### config.mk
export PLATFORM = sky130hd
export DESIGN_NAME = ctrs_core
export DESIGN_NICKNAME = d
export VERILOG_FILES = /design/src/hw/ctrs_pkg.sv /design/src/hw/ctrs_curve_if.sv /design/src/hw/ctrs_curve.sv /design/src/hw/ctrs_core.sv
export SDC_FILE = /design/constraint.sdc
export NUM_CORES = 2
export LEC_CHECK = 0
export ABC_CLOCK_PERIOD_IN_PS = 7470
export BUFFER_PORTS_ARGS = -buffer_cell sky130_fd_sc_hd__buf_2
export CAP_MARGIN = 20
export CORE_AREA = 2 2 328 330
export DETAILED_ROUTE_END_ITERATION = 10
export DIE_AREA = 0 0 330 332
export GPL_TIMING_DRIVEN = 0
export PLACE_DENSITY = 0.75
export SYNTH_ARGS = -nofsm -noshare
export SYNTH_HDL_FRONTEND = slang
export SYNTH_SLANG_ARGS = --single-unit
### constraint.sdc
create_clock -name core_clk -period 7.47 [get_ports core_clk]
set_input_delay 1.1205 -clock core_clk [delete_from_list [all_inputs] [get_ports core_clk]]
set_output_delay 1.1205 -clock core_clk [all_outputs]
set_load 0.1 [all_outputs]
### src/hw/ctrs_pkg.sv
// Package: map, field positions, limits and types of the cryogenic readout core
package ctrs_pkg;
  // Register byte offsets
  localparam logic [4:0]  CTRS_A_CTRL     = 5'h00;
  localparam logic [4:0]  CTRS_A_STAT     = 5'h04;
  localparam logic [4:0]  CTRS_A_TEMP     = 5'h08;
  localparam logic [4:0]  CTRS_A_DAC      = 5'h0c;
  localparam logic [4:0]  CTRS_A_SPT      = 5'h10;
  localparam logic [11:0] CTRS_CTRL_RST   = 12'h000;
  // Control field positions
  localparam int          CTRS_C_EXPAND   = 0;
  localparam int          CTRS_C_PLAT     = 1;
  localparam int          CTRS_C_DISP_B   = 2;
  localparam int          CTRS_C_CTL_B    = 3;
  localparam int          CTRS_C_CAL      = 4;
  localparam int          CTRS_C_EXT      = 8;
  // Status sticky bit positions
  localparam int          CTRS_S_OVER     = 0;
  localparam int          CTRS_S_ILLEGAL  = 1;
  localparam int          CTRS_S_LO1      = 2;
  localparam int          CTRS_S_LO2      = 3;
  localparam int          CTRS_S_HI1      = 4;
  localparam int          CTRS_S_HI2      = 5;
  // Port 0 strobe positions, status-group line positions
  localparam int          CTRS_P0_DSTB    = 5;
  localparam int          CTRS_P0_ASTB    = 6;
  localparam int          CTRS_M_READY    = 0;
  localparam int          CTRS_M_OVER     = 1;
  localparam int          CTRS_M_OPT      = 0;
  localparam int          CTRS_M_OPT_SP   = 1;
  // Multiplexer groups and status-group digits
  localparam logic [1:0]  CTRS_G_ADC      = 2'h0;
  localparam logic [1:0]  CTRS_G_THUMB    = 2'h1;
  localparam logic [1:0]  CTRS_G_REMOTE   = 2'h2;
  localparam logic [1:0]  CTRS_G_STAT     = 2'h3;
  localparam logic [2:0]  CTRS_D_ADCST    = 3'h0;
  localparam logic [2:0]  CTRS_D_OPT      = 3'h1;
  // Sequence lengths (last index)
  localparam logic [2:0]  CTRS_ADC_LAST   = 3'h4;
  localparam logic [2:0]  CTRS_SP_LAST    = 3'h3;
  localparam logic [2:0]  CTRS_DISP_LAST  = 3'h4;
  localparam logic [2:0]  CTRS_DAC_LAST   = 3'h3;
  localparam logic [2:0]  CTRS_BP_LAST    = 3'h7;
  localparam logic [3:0]  CTRS_EXT_MAX    = 4'ha;
  // Limits in 0.01 K
  localparam logic [16:0] CTRS_PT_LO_SP   = 17'h007d0;
  localparam logic [16:0] CTRS_DI_HI_SP   = 17'h09c36;
  localparam logic [16:0] CTRS_PT_HI_SP   = 17'h13876;
  localparam logic [16:0] CTRS_EXPAND_LIM = 17'h02710;
  // Display codes
  localparam logic [3:0]  CTRS_DP_TENTH   = 4'h1;
  localparam logic [3:0]  CTRS_DP_HUND    = 4'h2;
  localparam logic [3:0]  CTRS_E_LO2      = 4'ha;
  localparam logic [3:0]  CTRS_E_HI1      = 4'hb;
  localparam logic [3:0]  CTRS_E_HI2      = 4'hc;
  localparam logic [15:0] CTRS_BLANK      = 16'hffff;

  typedef struct packed {
    logic        [15:0] v;
    logic        [16:0] t;
    logic signed [15:0] dtdv;
    logic signed [15:0] dvdt;
  } ctrs_bp_s;

  typedef enum logic [11:0] {
    CTRS_INIT  = 12'h001, CTRS_POLL  = 12'h002, CTRS_ADC   = 12'h004,
    CTRS_TREQ  = 12'h008, CTRS_TWAIT = 12'h010, CTRS_DISP  = 12'h020,
    CTRS_SPOPT = 12'h040, CTRS_SPRD  = 12'h080, CTRS_SPCHK = 12'h100,
    CTRS_VREQ  = 12'h200, CTRS_VWAIT = 12'h400, CTRS_DAC   = 12'h800
  } ctrs_state_e;
endpackage

### src/hw/ctrs_curve_if.sv
// Interface: curve search request and answer between core and engine
`timescale 1ns/1ps
interface ctrs_curve_if;
  logic               req;
  logic               to_volt;
  logic               platinum;
  logic [3:0]         curve;
  logic signed [31:0] arg;
  logic signed [31:0] res;
  logic               done;
  logic               found;
  modport user (output req, to_volt, platinum, curve, arg, input res, done, found);
  modport eng  (input req, to_volt, platinum, curve, arg, output res, done, found);
endinterface

### src/hw/ctrs_curve.sv
// Curve engine: breakpoint table and segment search with interpolation
`timescale 1ns/1ps
module ctrs_curve (
  // Clock and reset
  input  wire logic   core_clk,
  input  wire logic   rst_n,
  // Search port
  ctrs_curve_if.eng   cif
);
  typedef struct packed {
    logic               busy;
    logic [2:0]         idx;
    logic signed [31:0] res;
    logic               done;
    logic               found;
  } ctrs_curve_s;

  ctrs_curve_s         s;
  ctrs_curve_s         next_s;
  ctrs_pkg::ctrs_bp_s  e;
  logic                hit;
  logic signed [31:0]  delta;
  logic signed [31:0]  base;
  logic signed [47:0]  prod;

  // Table ordered by falling voltage; calibrated curves shift voltage by 16 times their number
  function automatic ctrs_pkg::ctrs_bp_s bp(input logic plat, input logic [2:0] i);
    case ({plat, i})
      4'h0: return '{16'h4268, 17'h00190, 16'h0089, 16'h01e0};
      4'h1: return '{16'h36b0, 17'h007d0, 16'h0089, 16'h01e0};
      4'h2: return '{16'h2af8, 17'h01388, 16'h0100, 16'h0100};
      4'h3: return '{16'h2904, 17'h02710, 16'h0a00, 16'h001a};
      4'h4: return '{16'h2328, 17'h03e80, 16'h0400, 16'h0040};
      4'h5: return '{16'h1d4c, 17'h055f0, 16'h0400, 16'h0040};
      4'h6: return '{16'h1770, 17'h06d60, 16'h0400, 16'h0040};
      4'h7: return '{16'h1194, 17'h088b8, 16'h04ab, 16'h0037};
      4'h8: return '{16'h9858, 17'h13880, 16'hfd80, 16'hff9a};
      4'h9: return '{16'h80e8, 17'h0fde8, 16'hfd80, 16'hff9a};
      4'ha: return '{16'h6978, 17'h0c350, 16'hfd80, 16'hff9a};
      4'hb: return '{16'h5208, 17'h088b8, 16'hfd80, 16'hff9a};
      4'hc: return '{16'h3a98, 17'h04e20, 16'hfd80, 16'hff9a};
      4'hd: return '{16'h2328, 17'h01f40, 16'hfe00, 16'hff80};
      4'he: return '{16'h1388, 17'h00fa0, 16'hff00, 16'hff00};
      default: return '{16'h07d0, 17'h007d0, 16'hff55, 16'hfe80};
    endcase
  endfunction

  always_comb begin
    next_s = s;
    next_s.done = 1'b0;
    e = bp(cif.platinum, s.idx);
    e.v = e.v + {8'h00, cif.curve, 4'h0};
    // Temperature search stops at first breakpoint below the input voltage
    if (cif.to_volt) begin
      hit = cif.platinum ? ({15'h0000, e.t} < cif.arg) : ({15'h0000, e.t} > cif.arg);
      delta = $signed({15'h0000, e.t}) - cif.arg;
      base = $signed({16'h0000, e.v});
      prod = delta * e.dvdt;
    end else begin
      hit = {16'h0000, e.v} < cif.arg;
      delta = $signed({16'h0000, e.v}) - cif.arg;
      base = $signed({15'h0000, e.t});
      prod = delta * e.dtdv;
    end
    if (!s.busy) begin
      if (cif.req) begin
        next_s.busy = 1'b1;
        next_s.idx = 3'h0;
      end
    end else if (hit || s.idx == ctrs_pkg::CTRS_BP_LAST) begin
      next_s.busy = 1'b0;
      next_s.done = 1'b1;
      next_s.found = hit;
      next_s.res = base + 32'(prod >>> 8);
    end else begin
      next_s.idx = s.idx + 3'h1;
    end
  end

  always_ff @(posedge core_clk or negedge rst_n) begin
    if (!rst_n) begin
      s <= '0;
    end else begin
      s <= next_s;
    end
  end

  assign cif.res = s.res;
  assign cif.done = s.done;
  assign cif.found = s.found;
endmodule

### src/hw/ctrs_core.sv
// Core of the cryogenic readout: converter polling, display and set-point output
//
// Our own choices: the placing of the registers and register access over Avalon-MM.
`timescale 1ns/1ps

// Operation
// - Inputs gathered through decoder-selected 4-line multiplexers
// - Four 8-bit ports; 0/5 internal, 1/4 option
// - After reset init, test overrange, wait ready
// - Reject illegal digits; compute from second reading on
// - Curve chosen from type, sensor, external selector
// - Step breakpoints until one below input voltage
// - Temperature = base temperature plus slope times delta
// - Scale expand below 100 K shows 0.01 K
// - Display digit-serial unless platinum too low, which sets a status bit and skips the display
// - Set point from option if supplied, else thumbwheels
// - Limit violation shows error, re-reads set point
// - Platinum set point below 20.0 K is error
// - Diode set point above 399.9 K is error
// - Platinum set point above 799.9 K is error
// - Set-point voltage from control curve interpolation
// - Binary set-point voltage sent in complement form
// - Four hex digits strobed into D/A latches
// - After set point, loop back to converter read
module ctrs_core (
  // Clock and reset
  input  wire logic        core_clk,
  input  wire logic        rst_b,
  // Avalon-MM register slave
  input  wire logic [4:0]  avs_address,
  input  wire logic        avs_read,
  input  wire logic        avs_write,
  input  wire logic [31:0] avs_writedata,
  output logic      [31:0] avs_readdata,
  output logic             avs_waitrequest,
  // Port 0: multiplexer select, digit position, strobes
  input  wire logic [7:0]  port0_in,
  output logic      [7:0]  port0_out,
  output logic      [7:0]  port0_oe,
  // Port 5: shared input lines low, digit data high
  input  wire logic [7:0]  port5_in,
  output logic      [7:0]  port5_out,
  output logic      [7:0]  port5_oe,
  // Ports 1 and 4: held for the remote option
  input  wire logic [7:0]  port1_in,
  output logic      [7:0]  port1_out,
  output logic      [7:0]  port1_oe,
  input  wire logic [7:0]  port4_in,
  output logic      [7:0]  port4_out,
  output logic      [7:0]  port4_oe
);
  typedef struct packed {
    ctrs_pkg::ctrs_state_e state;
    logic        ph;
    logic [2:0]  dig;
    logic        first;
    logic [15:0] acc;
    logic [15:0] adc_v;
    logic [16:0] temp;
    logic [16:0] sp_t;
    logic [15:0] dac;
    logic [19:0] disp;
    logic [5:0]  stat;
    logic        sp_bad;
    logic        remote;
    logic [7:0]  p0;
    logic [3:0]  p5;
    logic        req;
    logic        to_volt;
    logic [3:0]  curve;
    logic [31:0] arg;
    logic [11:0] ctrl;
    logic        wreq;
    logic [31:0] rdata;
  } ctrs_core_s;

  ctrs_core_s    s;
  ctrs_core_s    next_s;
  logic [1:0]    rst_q;
  logic          rst_n;
  logic [3:0]    d;
  logic [5:0]    set;
  logic [5:0]    clr;
  logic [3:0]    code;
  logic          bad;
  logic          plat;
  logic [16:0]   tval;
  logic [15:0]   dacw;
  ctrs_curve_if  cif ();

  ctrs_curve u_curve (
    .core_clk (core_clk),
    .rst_n    (rst_n),
    .cif      (cif)
  );

  // Digit legality; the leading converter digit only reaches 3
  function automatic logic digit_ok(input logic [3:0] v, input logic top);
    return top ? (v <= 4'h3) : (v <= 4'h9);
  endfunction

  function automatic logic [15:0] acc_step(input logic [15:0] a, input logic [3:0] v);
    return 16'(a * 16'h000a + {12'h000, v});
  endfunction

  // Standard curve unless calibrated; external selector overrides sensor
  function automatic logic [3:0] curve_of(input logic cal, input logic b,
                                          input logic [3:0] ext);
    if (!cal) begin
      return 4'h0;
    end
    if (ext != 4'h0 && ext <= ctrs_pkg::CTRS_EXT_MAX) begin
      return ext + 4'h2;
    end
    return b ? 4'h2 : 4'h1;
  endfunction

  function automatic logic [15:0] bcd4(input logic [13:0] b);
    logic [29:0] x;
    x = {16'h0000, b};
    for (int i = 0; i < 14; i++) begin
      for (int k = 0; k < 4; k++) begin
        if (x[14 + 4 * k +: 4] > 4'h4) begin
          x[14 + 4 * k +: 4] = x[14 + 4 * k +: 4] + 4'h3;
        end
      end
      x = x << 1;
    end
    return x[29:14];
  endfunction

  // Reset release through two flops
  always_ff @(posedge core_clk or negedge rst_b) begin
    if (!rst_b) begin
      rst_q <= 2'b00;
    end else begin
      rst_q <= {rst_q[0], 1'b1};
    end
  end
  assign rst_n = rst_q[1];

  assign d = port5_in[3:0];
  assign plat = s.ctrl[ctrs_pkg::CTRS_C_PLAT];

  always_comb begin
    next_s = s;
    set = 6'h00;
    clr = 6'h00;
    code = 4'h0;
    bad = 1'b0;
    next_s.req = 1'b0;
    next_s.p0 = {3'b000, s.p0[4:0]};
    tval = cif.res[31] ? 17'h00000 :
           (|cif.res[30:17] ? 17'h1ffff : cif.res[16:0]);
    dacw = cif.res[31] ? 16'h0000 : (|cif.res[30:16] ? 16'hffff : cif.res[15:0]);

    // Bus slave: one wait cycle, then answer
    next_s.wreq = !((avs_read || avs_write) && s.wreq);
    if (avs_read && s.wreq) begin
      case (avs_address)
        ctrs_pkg::CTRS_A_CTRL: next_s.rdata = {20'h00000, s.ctrl};
        ctrs_pkg::CTRS_A_STAT: next_s.rdata = {22'h000000, s.sp_bad, s.first, 2'h0, s.stat};
        ctrs_pkg::CTRS_A_TEMP: next_s.rdata = {15'h0000, s.temp};
        ctrs_pkg::CTRS_A_DAC:  next_s.rdata = {16'h0000, s.dac};
        ctrs_pkg::CTRS_A_SPT:  next_s.rdata = {15'h0000, s.sp_t};
        default:               next_s.rdata = 32'h00000000;
      endcase
    end
    if (avs_write && !s.wreq) begin
      if (avs_address == ctrs_pkg::CTRS_A_CTRL) begin
        next_s.ctrl = avs_writedata[11:0];
      end
      if (avs_address == ctrs_pkg::CTRS_A_STAT) begin
        clr = avs_writedata[5:0];
      end
    end

    case (s.state)
      ctrs_pkg::CTRS_INIT: begin
        next_s.acc = 16'h0000;
        next_s.dig = 3'h0;
        next_s.ph = 1'b0;
        next_s.state = ctrs_pkg::CTRS_POLL;
      end
      // Each read: select on phase 0, sample the lines on phase 1
      ctrs_pkg::CTRS_POLL: begin
        next_s.p0 = {3'b000, ctrs_pkg::CTRS_D_ADCST, ctrs_pkg::CTRS_G_STAT};
        next_s.ph = ~s.ph;
        if (s.ph) begin
          if (d[ctrs_pkg::CTRS_M_OVER]) begin
            set[ctrs_pkg::CTRS_S_OVER] = 1'b1;
          end else if (d[ctrs_pkg::CTRS_M_READY]) begin
            next_s.state = ctrs_pkg::CTRS_ADC;
            next_s.dig = 3'h0;
            next_s.acc = 16'h0000;
          end
        end
      end
      ctrs_pkg::CTRS_ADC: begin
        next_s.p0 = {3'b000, s.dig, ctrs_pkg::CTRS_G_ADC};
        next_s.ph = ~s.ph;
        if (s.ph) begin
          if (!digit_ok(d, s.dig == 3'h0)) begin
            set[ctrs_pkg::CTRS_S_ILLEGAL] = 1'b1;
            next_s.state = ctrs_pkg::CTRS_POLL;
          end else if (s.dig == ctrs_pkg::CTRS_ADC_LAST) begin
            next_s.adc_v = acc_step(s.acc, d);
            next_s.first = 1'b1;
            // First reading only primes the store
            next_s.state = s.first ? ctrs_pkg::CTRS_TREQ : ctrs_pkg::CTRS_POLL;
          end else begin
            next_s.acc = acc_step(s.acc, d);
            next_s.dig = s.dig + 3'h1;
          end
        end
      end
      ctrs_pkg::CTRS_TREQ: begin
        next_s.req = 1'b1;
        next_s.to_volt = 1'b0;
        next_s.curve = curve_of(s.ctrl[ctrs_pkg::CTRS_C_CAL],
                                s.ctrl[ctrs_pkg::CTRS_C_DISP_B],
                                s.ctrl[ctrs_pkg::CTRS_C_EXT +: 4]);
        next_s.arg = {16'h0000, s.adc_v};
        next_s.state = ctrs_pkg::CTRS_TWAIT;
      end
      ctrs_pkg::CTRS_TWAIT: begin
        if (cif.done) begin
          next_s.dig = 3'h0;
          next_s.ph = 1'b0;
          if (plat && !cif.found) begin
            set[ctrs_pkg::CTRS_S_LO1] = 1'b1;
            next_s.state = ctrs_pkg::CTRS_SPOPT;
          end else begin
            next_s.temp = tval;
            next_s.state = ctrs_pkg::CTRS_DISP;
            if (s.ctrl[ctrs_pkg::CTRS_C_EXPAND] && tval < ctrs_pkg::CTRS_EXPAND_LIM) begin
              next_s.disp = {bcd4(tval[13:0]), ctrs_pkg::CTRS_DP_HUND};
            end else begin
              next_s.disp = {bcd4(14'(tval / 17'h0000a)), ctrs_pkg::CTRS_DP_TENTH};
            end
          end
        end
      end
      // Digit-serial write; the last position carries the point or error code
      ctrs_pkg::CTRS_DISP: begin
        next_s.ph = ~s.ph;
        if (!s.ph) begin
          next_s.p5 = s.disp[19:16];
          next_s.p0 = {2'b00, 1'b1, s.dig, 2'b00};
        end else begin
          next_s.disp = {s.disp[15:0], 4'h0};
          if (s.dig == ctrs_pkg::CTRS_DISP_LAST) begin
            next_s.state = ctrs_pkg::CTRS_SPOPT;
          end else begin
            next_s.dig = s.dig + 3'h1;
          end
        end
      end
      ctrs_pkg::CTRS_SPOPT: begin
        next_s.p0 = {3'b000, ctrs_pkg::CTRS_D_OPT, ctrs_pkg::CTRS_G_STAT};
        next_s.ph = ~s.ph;
        if (s.ph) begin
          next_s.remote = d[ctrs_pkg::CTRS_M_OPT] & d[ctrs_pkg::CTRS_M_OPT_SP];
          next_s.state = ctrs_pkg::CTRS_SPRD;
          next_s.dig = 3'h0;
          next_s.acc = 16'h0000;
        end
      end
      // Thumbwheels are not even selected while the option supplies the value
      ctrs_pkg::CTRS_SPRD: begin
        next_s.p0 = {3'b000, s.dig,
                     s.remote ? ctrs_pkg::CTRS_G_REMOTE : ctrs_pkg::CTRS_G_THUMB};
        next_s.ph = ~s.ph;
        if (s.ph) begin
          if (!digit_ok(d, 1'b0)) begin
            set[ctrs_pkg::CTRS_S_ILLEGAL] = 1'b1;
            next_s.state = ctrs_pkg::CTRS_SPOPT;
          end else if (s.dig == ctrs_pkg::CTRS_SP_LAST) begin
            next_s.sp_t = 17'({1'b0, acc_step(s.acc, d)} * 17'h0000a);
            next_s.state = ctrs_pkg::CTRS_SPCHK;
          end else begin
            next_s.acc = acc_step(s.acc, d);
            next_s.dig = s.dig + 3'h1;
          end
        end
      end
      ctrs_pkg::CTRS_SPCHK: begin
        if (plat && s.sp_t < ctrs_pkg::CTRS_PT_LO_SP) begin
          set[ctrs_pkg::CTRS_S_LO2] = 1'b1;
          code = ctrs_pkg::CTRS_E_LO2;
          bad = 1'b1;
        end else if (!plat && s.sp_t > ctrs_pkg::CTRS_DI_HI_SP) begin
          set[ctrs_pkg::CTRS_S_HI1] = 1'b1;
          code = ctrs_pkg::CTRS_E_HI1;
          bad = 1'b1;
        end else if (plat && s.sp_t > ctrs_pkg::CTRS_PT_HI_SP) begin
          set[ctrs_pkg::CTRS_S_HI2] = 1'b1;
          code = ctrs_pkg::CTRS_E_HI2;
          bad = 1'b1;
        end
        next_s.sp_bad = bad;
        next_s.dig = 3'h0;
        next_s.ph = 1'b0;
        // Error loops through the display back to the set-point read
        if (bad) begin
          next_s.disp = {ctrs_pkg::CTRS_BLANK, code};
          next_s.state = ctrs_pkg::CTRS_DISP;
        end else begin
          next_s.state = ctrs_pkg::CTRS_VREQ;
        end
      end
      ctrs_pkg::CTRS_VREQ: begin
        next_s.req = 1'b1;
        next_s.to_volt = 1'b1;
        next_s.curve = curve_of(s.ctrl[ctrs_pkg::CTRS_C_CAL],
                                s.ctrl[ctrs_pkg::CTRS_C_CTL_B], 4'h0);
        next_s.arg = {15'h0000, s.sp_t};
        next_s.state = ctrs_pkg::CTRS_VWAIT;
      end
      ctrs_pkg::CTRS_VWAIT: begin
        if (cif.done) begin
          next_s.dac = ~dacw;
          next_s.disp = {~dacw, 4'h0};
          next_s.dig = 3'h0;
          next_s.ph = 1'b0;
          next_s.state = ctrs_pkg::CTRS_DAC;
        end
      end
      // Four strobes back to back, nothing may interleave
      ctrs_pkg::CTRS_DAC: begin
        next_s.ph = ~s.ph;
        if (!s.ph) begin
          next_s.p5 = s.disp[19:16];
          next_s.p0 = {1'b0, 1'b1, 1'b0, s.dig, 2'b00};
        end else begin
          next_s.disp = {s.disp[15:0], 4'h0};
          if (s.dig == ctrs_pkg::CTRS_DAC_LAST) begin
            next_s.state = ctrs_pkg::CTRS_POLL;
          end else begin
            next_s.dig = s.dig + 3'h1;
          end
        end
      end
      default: begin
        next_s.state = ctrs_pkg::CTRS_INIT;
      end
    endcase

    // Hardware set wins over a software clear in the same cycle
    next_s.stat = (s.stat & ~clr) | set;
  end

  always_ff @(posedge core_clk or negedge rst_n) begin
    if (!rst_n) begin
      s <= '0;
      s.state <= ctrs_pkg::CTRS_INIT;
      s.wreq <= 1'b1;
      s.ctrl <= ctrs_pkg::CTRS_CTRL_RST;
    end else begin
      s <= next_s;
    end
  end

  assign cif.req = s.req;
  assign cif.to_volt = s.to_volt;
  assign cif.platinum = plat;
  assign cif.curve = s.curve;
  assign cif.arg = s.arg;

  assign avs_readdata = s.rdata;
  assign avs_waitrequest = s.wreq;
  // Port 0 always driven; port 5 drives only its upper nibble
  assign port0_out = s.p0;
  assign port0_oe = 8'hff;
  assign port5_out = {s.p5, 4'h0};
  assign port5_oe = 8'hf0;
  // Option ports left undriven; the option supplies data via its own group
  assign port1_out = 8'h00;
  assign port1_oe = 8'h00;
  assign port4_out = 8'h00;
  assign port4_oe = 8'h00;
endmodule

==> flow_summary.json <==
{
  "dieArea_um2": 110000,
  "period_needed_ns": 11.85,
  "grt_usage": 0.315,
  "rr_endpoint": "u_curve.cif.res[31]",
  "reg2regPathDepth": 52,
  "setup_viol": 48,
  "hp-class": "register to async pin",
  "hpwl_mm": 136,
  "criticalPathCategory": "register to register",
  "fin_area_um2": 65900,
  "syn_to_final_growth_pct": 25.4,
  "core_um2": 106000,
  "start_util": 0.494,
  "startpoint_type": "register",
  "synth_edf_count": 0,
  "crit_family": "adder cells",
  "slowest_delay_ns": 0.57,
  "die_width_um": 330,
  "worstMarginPinSlew_ns": 1.26,
  "dr.first_iter.drc_count": 5061,
  "cts_tree": "yes",
  "drv_cap": 0,
  "r2r_start": "cif.platinum",
  "drv_slew": 0,
  "ys_ff_latch": 229,
  "viasPerCell": 5.88,
  "grt_setup_unrepaired": "true",
  "ys_warn_count": 0,
  "cp_slowest_cell": "fa_1",
  "yosys.area.top_type_share": 0.312,
  "cp-startpoint": "cif.platinum",
  "gr-total-overflow": 0,
  "io_buffers": 52,
  "clock_skew_ns": 0.0270,
  "async_flop_share": 1.00,
  "multi_input_area_um2": 46500,
  "firstDrtPassIters": 11,
  "antenna_found_initial": 1,
  "num_rows": 120,
  "fillers": 8473,
  "status": "complete, but fails checks",
  "crit_cells": 52,
  "crit_top_cell": "fa_1",
  "finalWirelength_mm": 180,
  "fin_nets": 8171,
  "postSynthAreaPerCell_um2": 8.42,
  "regArea_um2": 5740,
  "end_kind": "register",
  "routedWlPerCell_um": 21.7,
  "root_buffer": "clkbuf_16",
  "ctsHoldBuffers": 0,
  "cts_buffers": 26,
  "grt_pass1_vias": 49000,
  "crit_path_end": "u_curve.cif.res[31]",
  "yosysSeqAreaShare": 0.109,
  "clkTransAtPathRegs_ns": 0.07,
  "violations": "DRC, setup timing",
  "htreeDepth": 1,
  "yosys.area.top_type": "fa_1",
  "synth_common_cells": "1,195 x inv_1, 819 x fa_1, 659 x nand2_1",
  "fin_util": 0.620,
  "rrSetupSlack_ns": -4.38,
  "whs_ns": 0.256,
  "io_pins": 170,
  "antenna_left": 0,
  "drc_errors": 30,
  "yosys-top-cells-area": "fa_1 31%, dfrtp_1 11%, ha_1 9.9%, inv_1 8.5%, nand2_1 4.7%",
  "hold_viol_final": 0,
  "ys.flop_type": "dfrtp_1",
  "fmax_mhz": 84.4,
  "critPathArrivalTime_ns": 12.27,
  "cts.sink_count": 229,
  "syn_inst": 6241,
  "cp_max_fo": 6,
  "relSlewSlack": 0.160,
  "yosysMostFrequentCell": "inv_1",
  "crit_required_ns": 7.88,
  "postPlaceCellArea_um2": 56500,
  "syn_area_um2": 52500,
  "cts_buffer_depth": 3,
  "drive_gt1_frac": 0.241,
  "clock_latency_ns": 0.55,
  "gp_congestion": 1.03,
  "synth.distinct_cells": 106,
  "period_share": 1.59,
  "grt_pass1_wl_mm": 271,
  "grt_max_degree": 73,
  "fin_tns_setup_ns": -151.88,
  "path_buf_inv": 17,
  "dieHeight_um": 332,
  "setup_slack_ns": -4.38,
  "dr_total_vias": 48800
}
timing repair:
action,in CTS,in global routing
pin swaps,258,292
setup buffers,322,182
resized for setup,578,466
endpoints found under the setup margin,48,48
gates cloned,0,2
hold endpoints to repair,0,0
logic make-up after synthesis:
kind of cell	after synthesis	synth area share
buffers and inverters	1527	0.117
DFF	229	0.109
other	2	0.000143
AOI/OAI and AO/OA	1123	0.142
muxes	135	0.0273
and+or+nand+nor	1741	0.151
adders and majority gates	1236	0.411
xor gates and xnor gates	248	0.0416
sequential cells by signal, indices dropped and copies added, names as in the netlist:
signal and cells:
u_curve.s 4, avs_readdata 17, cif.arg 17, u_curve.cif.done 1
s 136, cif.curve 4, u_curve.cif.res 32, cif.platinum 1
u_curve.cif.found 1, cif.to_volt 1, port0_out 7, rst_q 2
cif.req 1, port5_out 4, avs_waitrequest 1
worst register-to-register path: cells and delay by family, from the launching register on:
kind	cells	cell delay, ns
adder cells (fa/ha/maj)	10	4.13
flip-flops	1	0.41
AND/OR/NAND/NOR	9	1.88
buffers and inverters	17	2.05
XOR/XNOR	4	0.74
AO/OA/AOI/OAI	12	2.49
layout by cell type, fill, tap and decap left out, drive strengths merged, types with 14 or more instances in the layout:
master / instances
or3: 31
o21a: 24
mux2: 62
and3: 39
clkbuf: 200
a31oi: 35
fa: 819
nor3b: 18
a21oi: 245
dfrtp: 227
a221oi: 24
mux2i: 73
or2: 31
nand2: 659
nor2: 534
xor2: 82
nand3: 76
inv: 1198
a211o: 17
o211ai: 38
a21boi: 22
xnor2: 165
a22oi: 22
a21o: 74
nor3: 78
o21ai: 311
a2111oi: 14
and2: 45
nor4: 29
ha: 416
nand2b: 74
a211oi: 43
o31ai: 51
o21bai: 28
buf: 682
nor2b: 48
and4: 14
conb: 69
nand4: 24
per-layer routing:
layer	wire [µm]	track usage
met5	0	0
met4	13400	0.168
met3	16800	0.0607
met2	81900	0.501
met1	68100	0.406
final cells by class:
type / count / share of cell area
tap: 1403 / 0.0266
sequential: 229 / 0.0871
clock inverter: 14 / 0.00374
clock buffer: 34 / 0.0116
antenna: 1 / 0.0000380
multi-input combinational: 4552 / 0.706
timing repair buffer: 542 / 0.0651
inverter: 1205 / 0.0696
buffer: 307 / 0.0299
worst min-delay path by stage:
| stage | endpoint | slack [ns] | from | cells after the start |
|---|---|---|---|---|
| final | u_curve.cif.res[18] | 0.26 | rst_q[1] | 0 |
| after global routing | u_curve.cif.res[22] | 0.29 | rst_q[1] | 0 |
| after CTS | u_curve.cif.res[17] | 0.27 | rst_q[1] | 0 |
| after detailed placement | u_curve.cif.res[21] | 0.27 | rst_q[1] | 0 |
| after global placement | rst_q[1] | 0.34 | rst_q[0] | 0 |
| after floorplan | rst_q[1] | 0.33 | rst_q[0] | 0 |
metrics by stage:
step                      setup WS, ns  std cells
final                            -4.38       8287
after global routing             -4.68       8286
after CTS                        -4.29       8126
after detailed placement         -6.46       7768
after global placement           -6.39       7763
after floorplan                  -3.65       6308
Power is not shown: default switching activity piles up to over one toggle a cycle in this logic, so the estimate is an artifact.
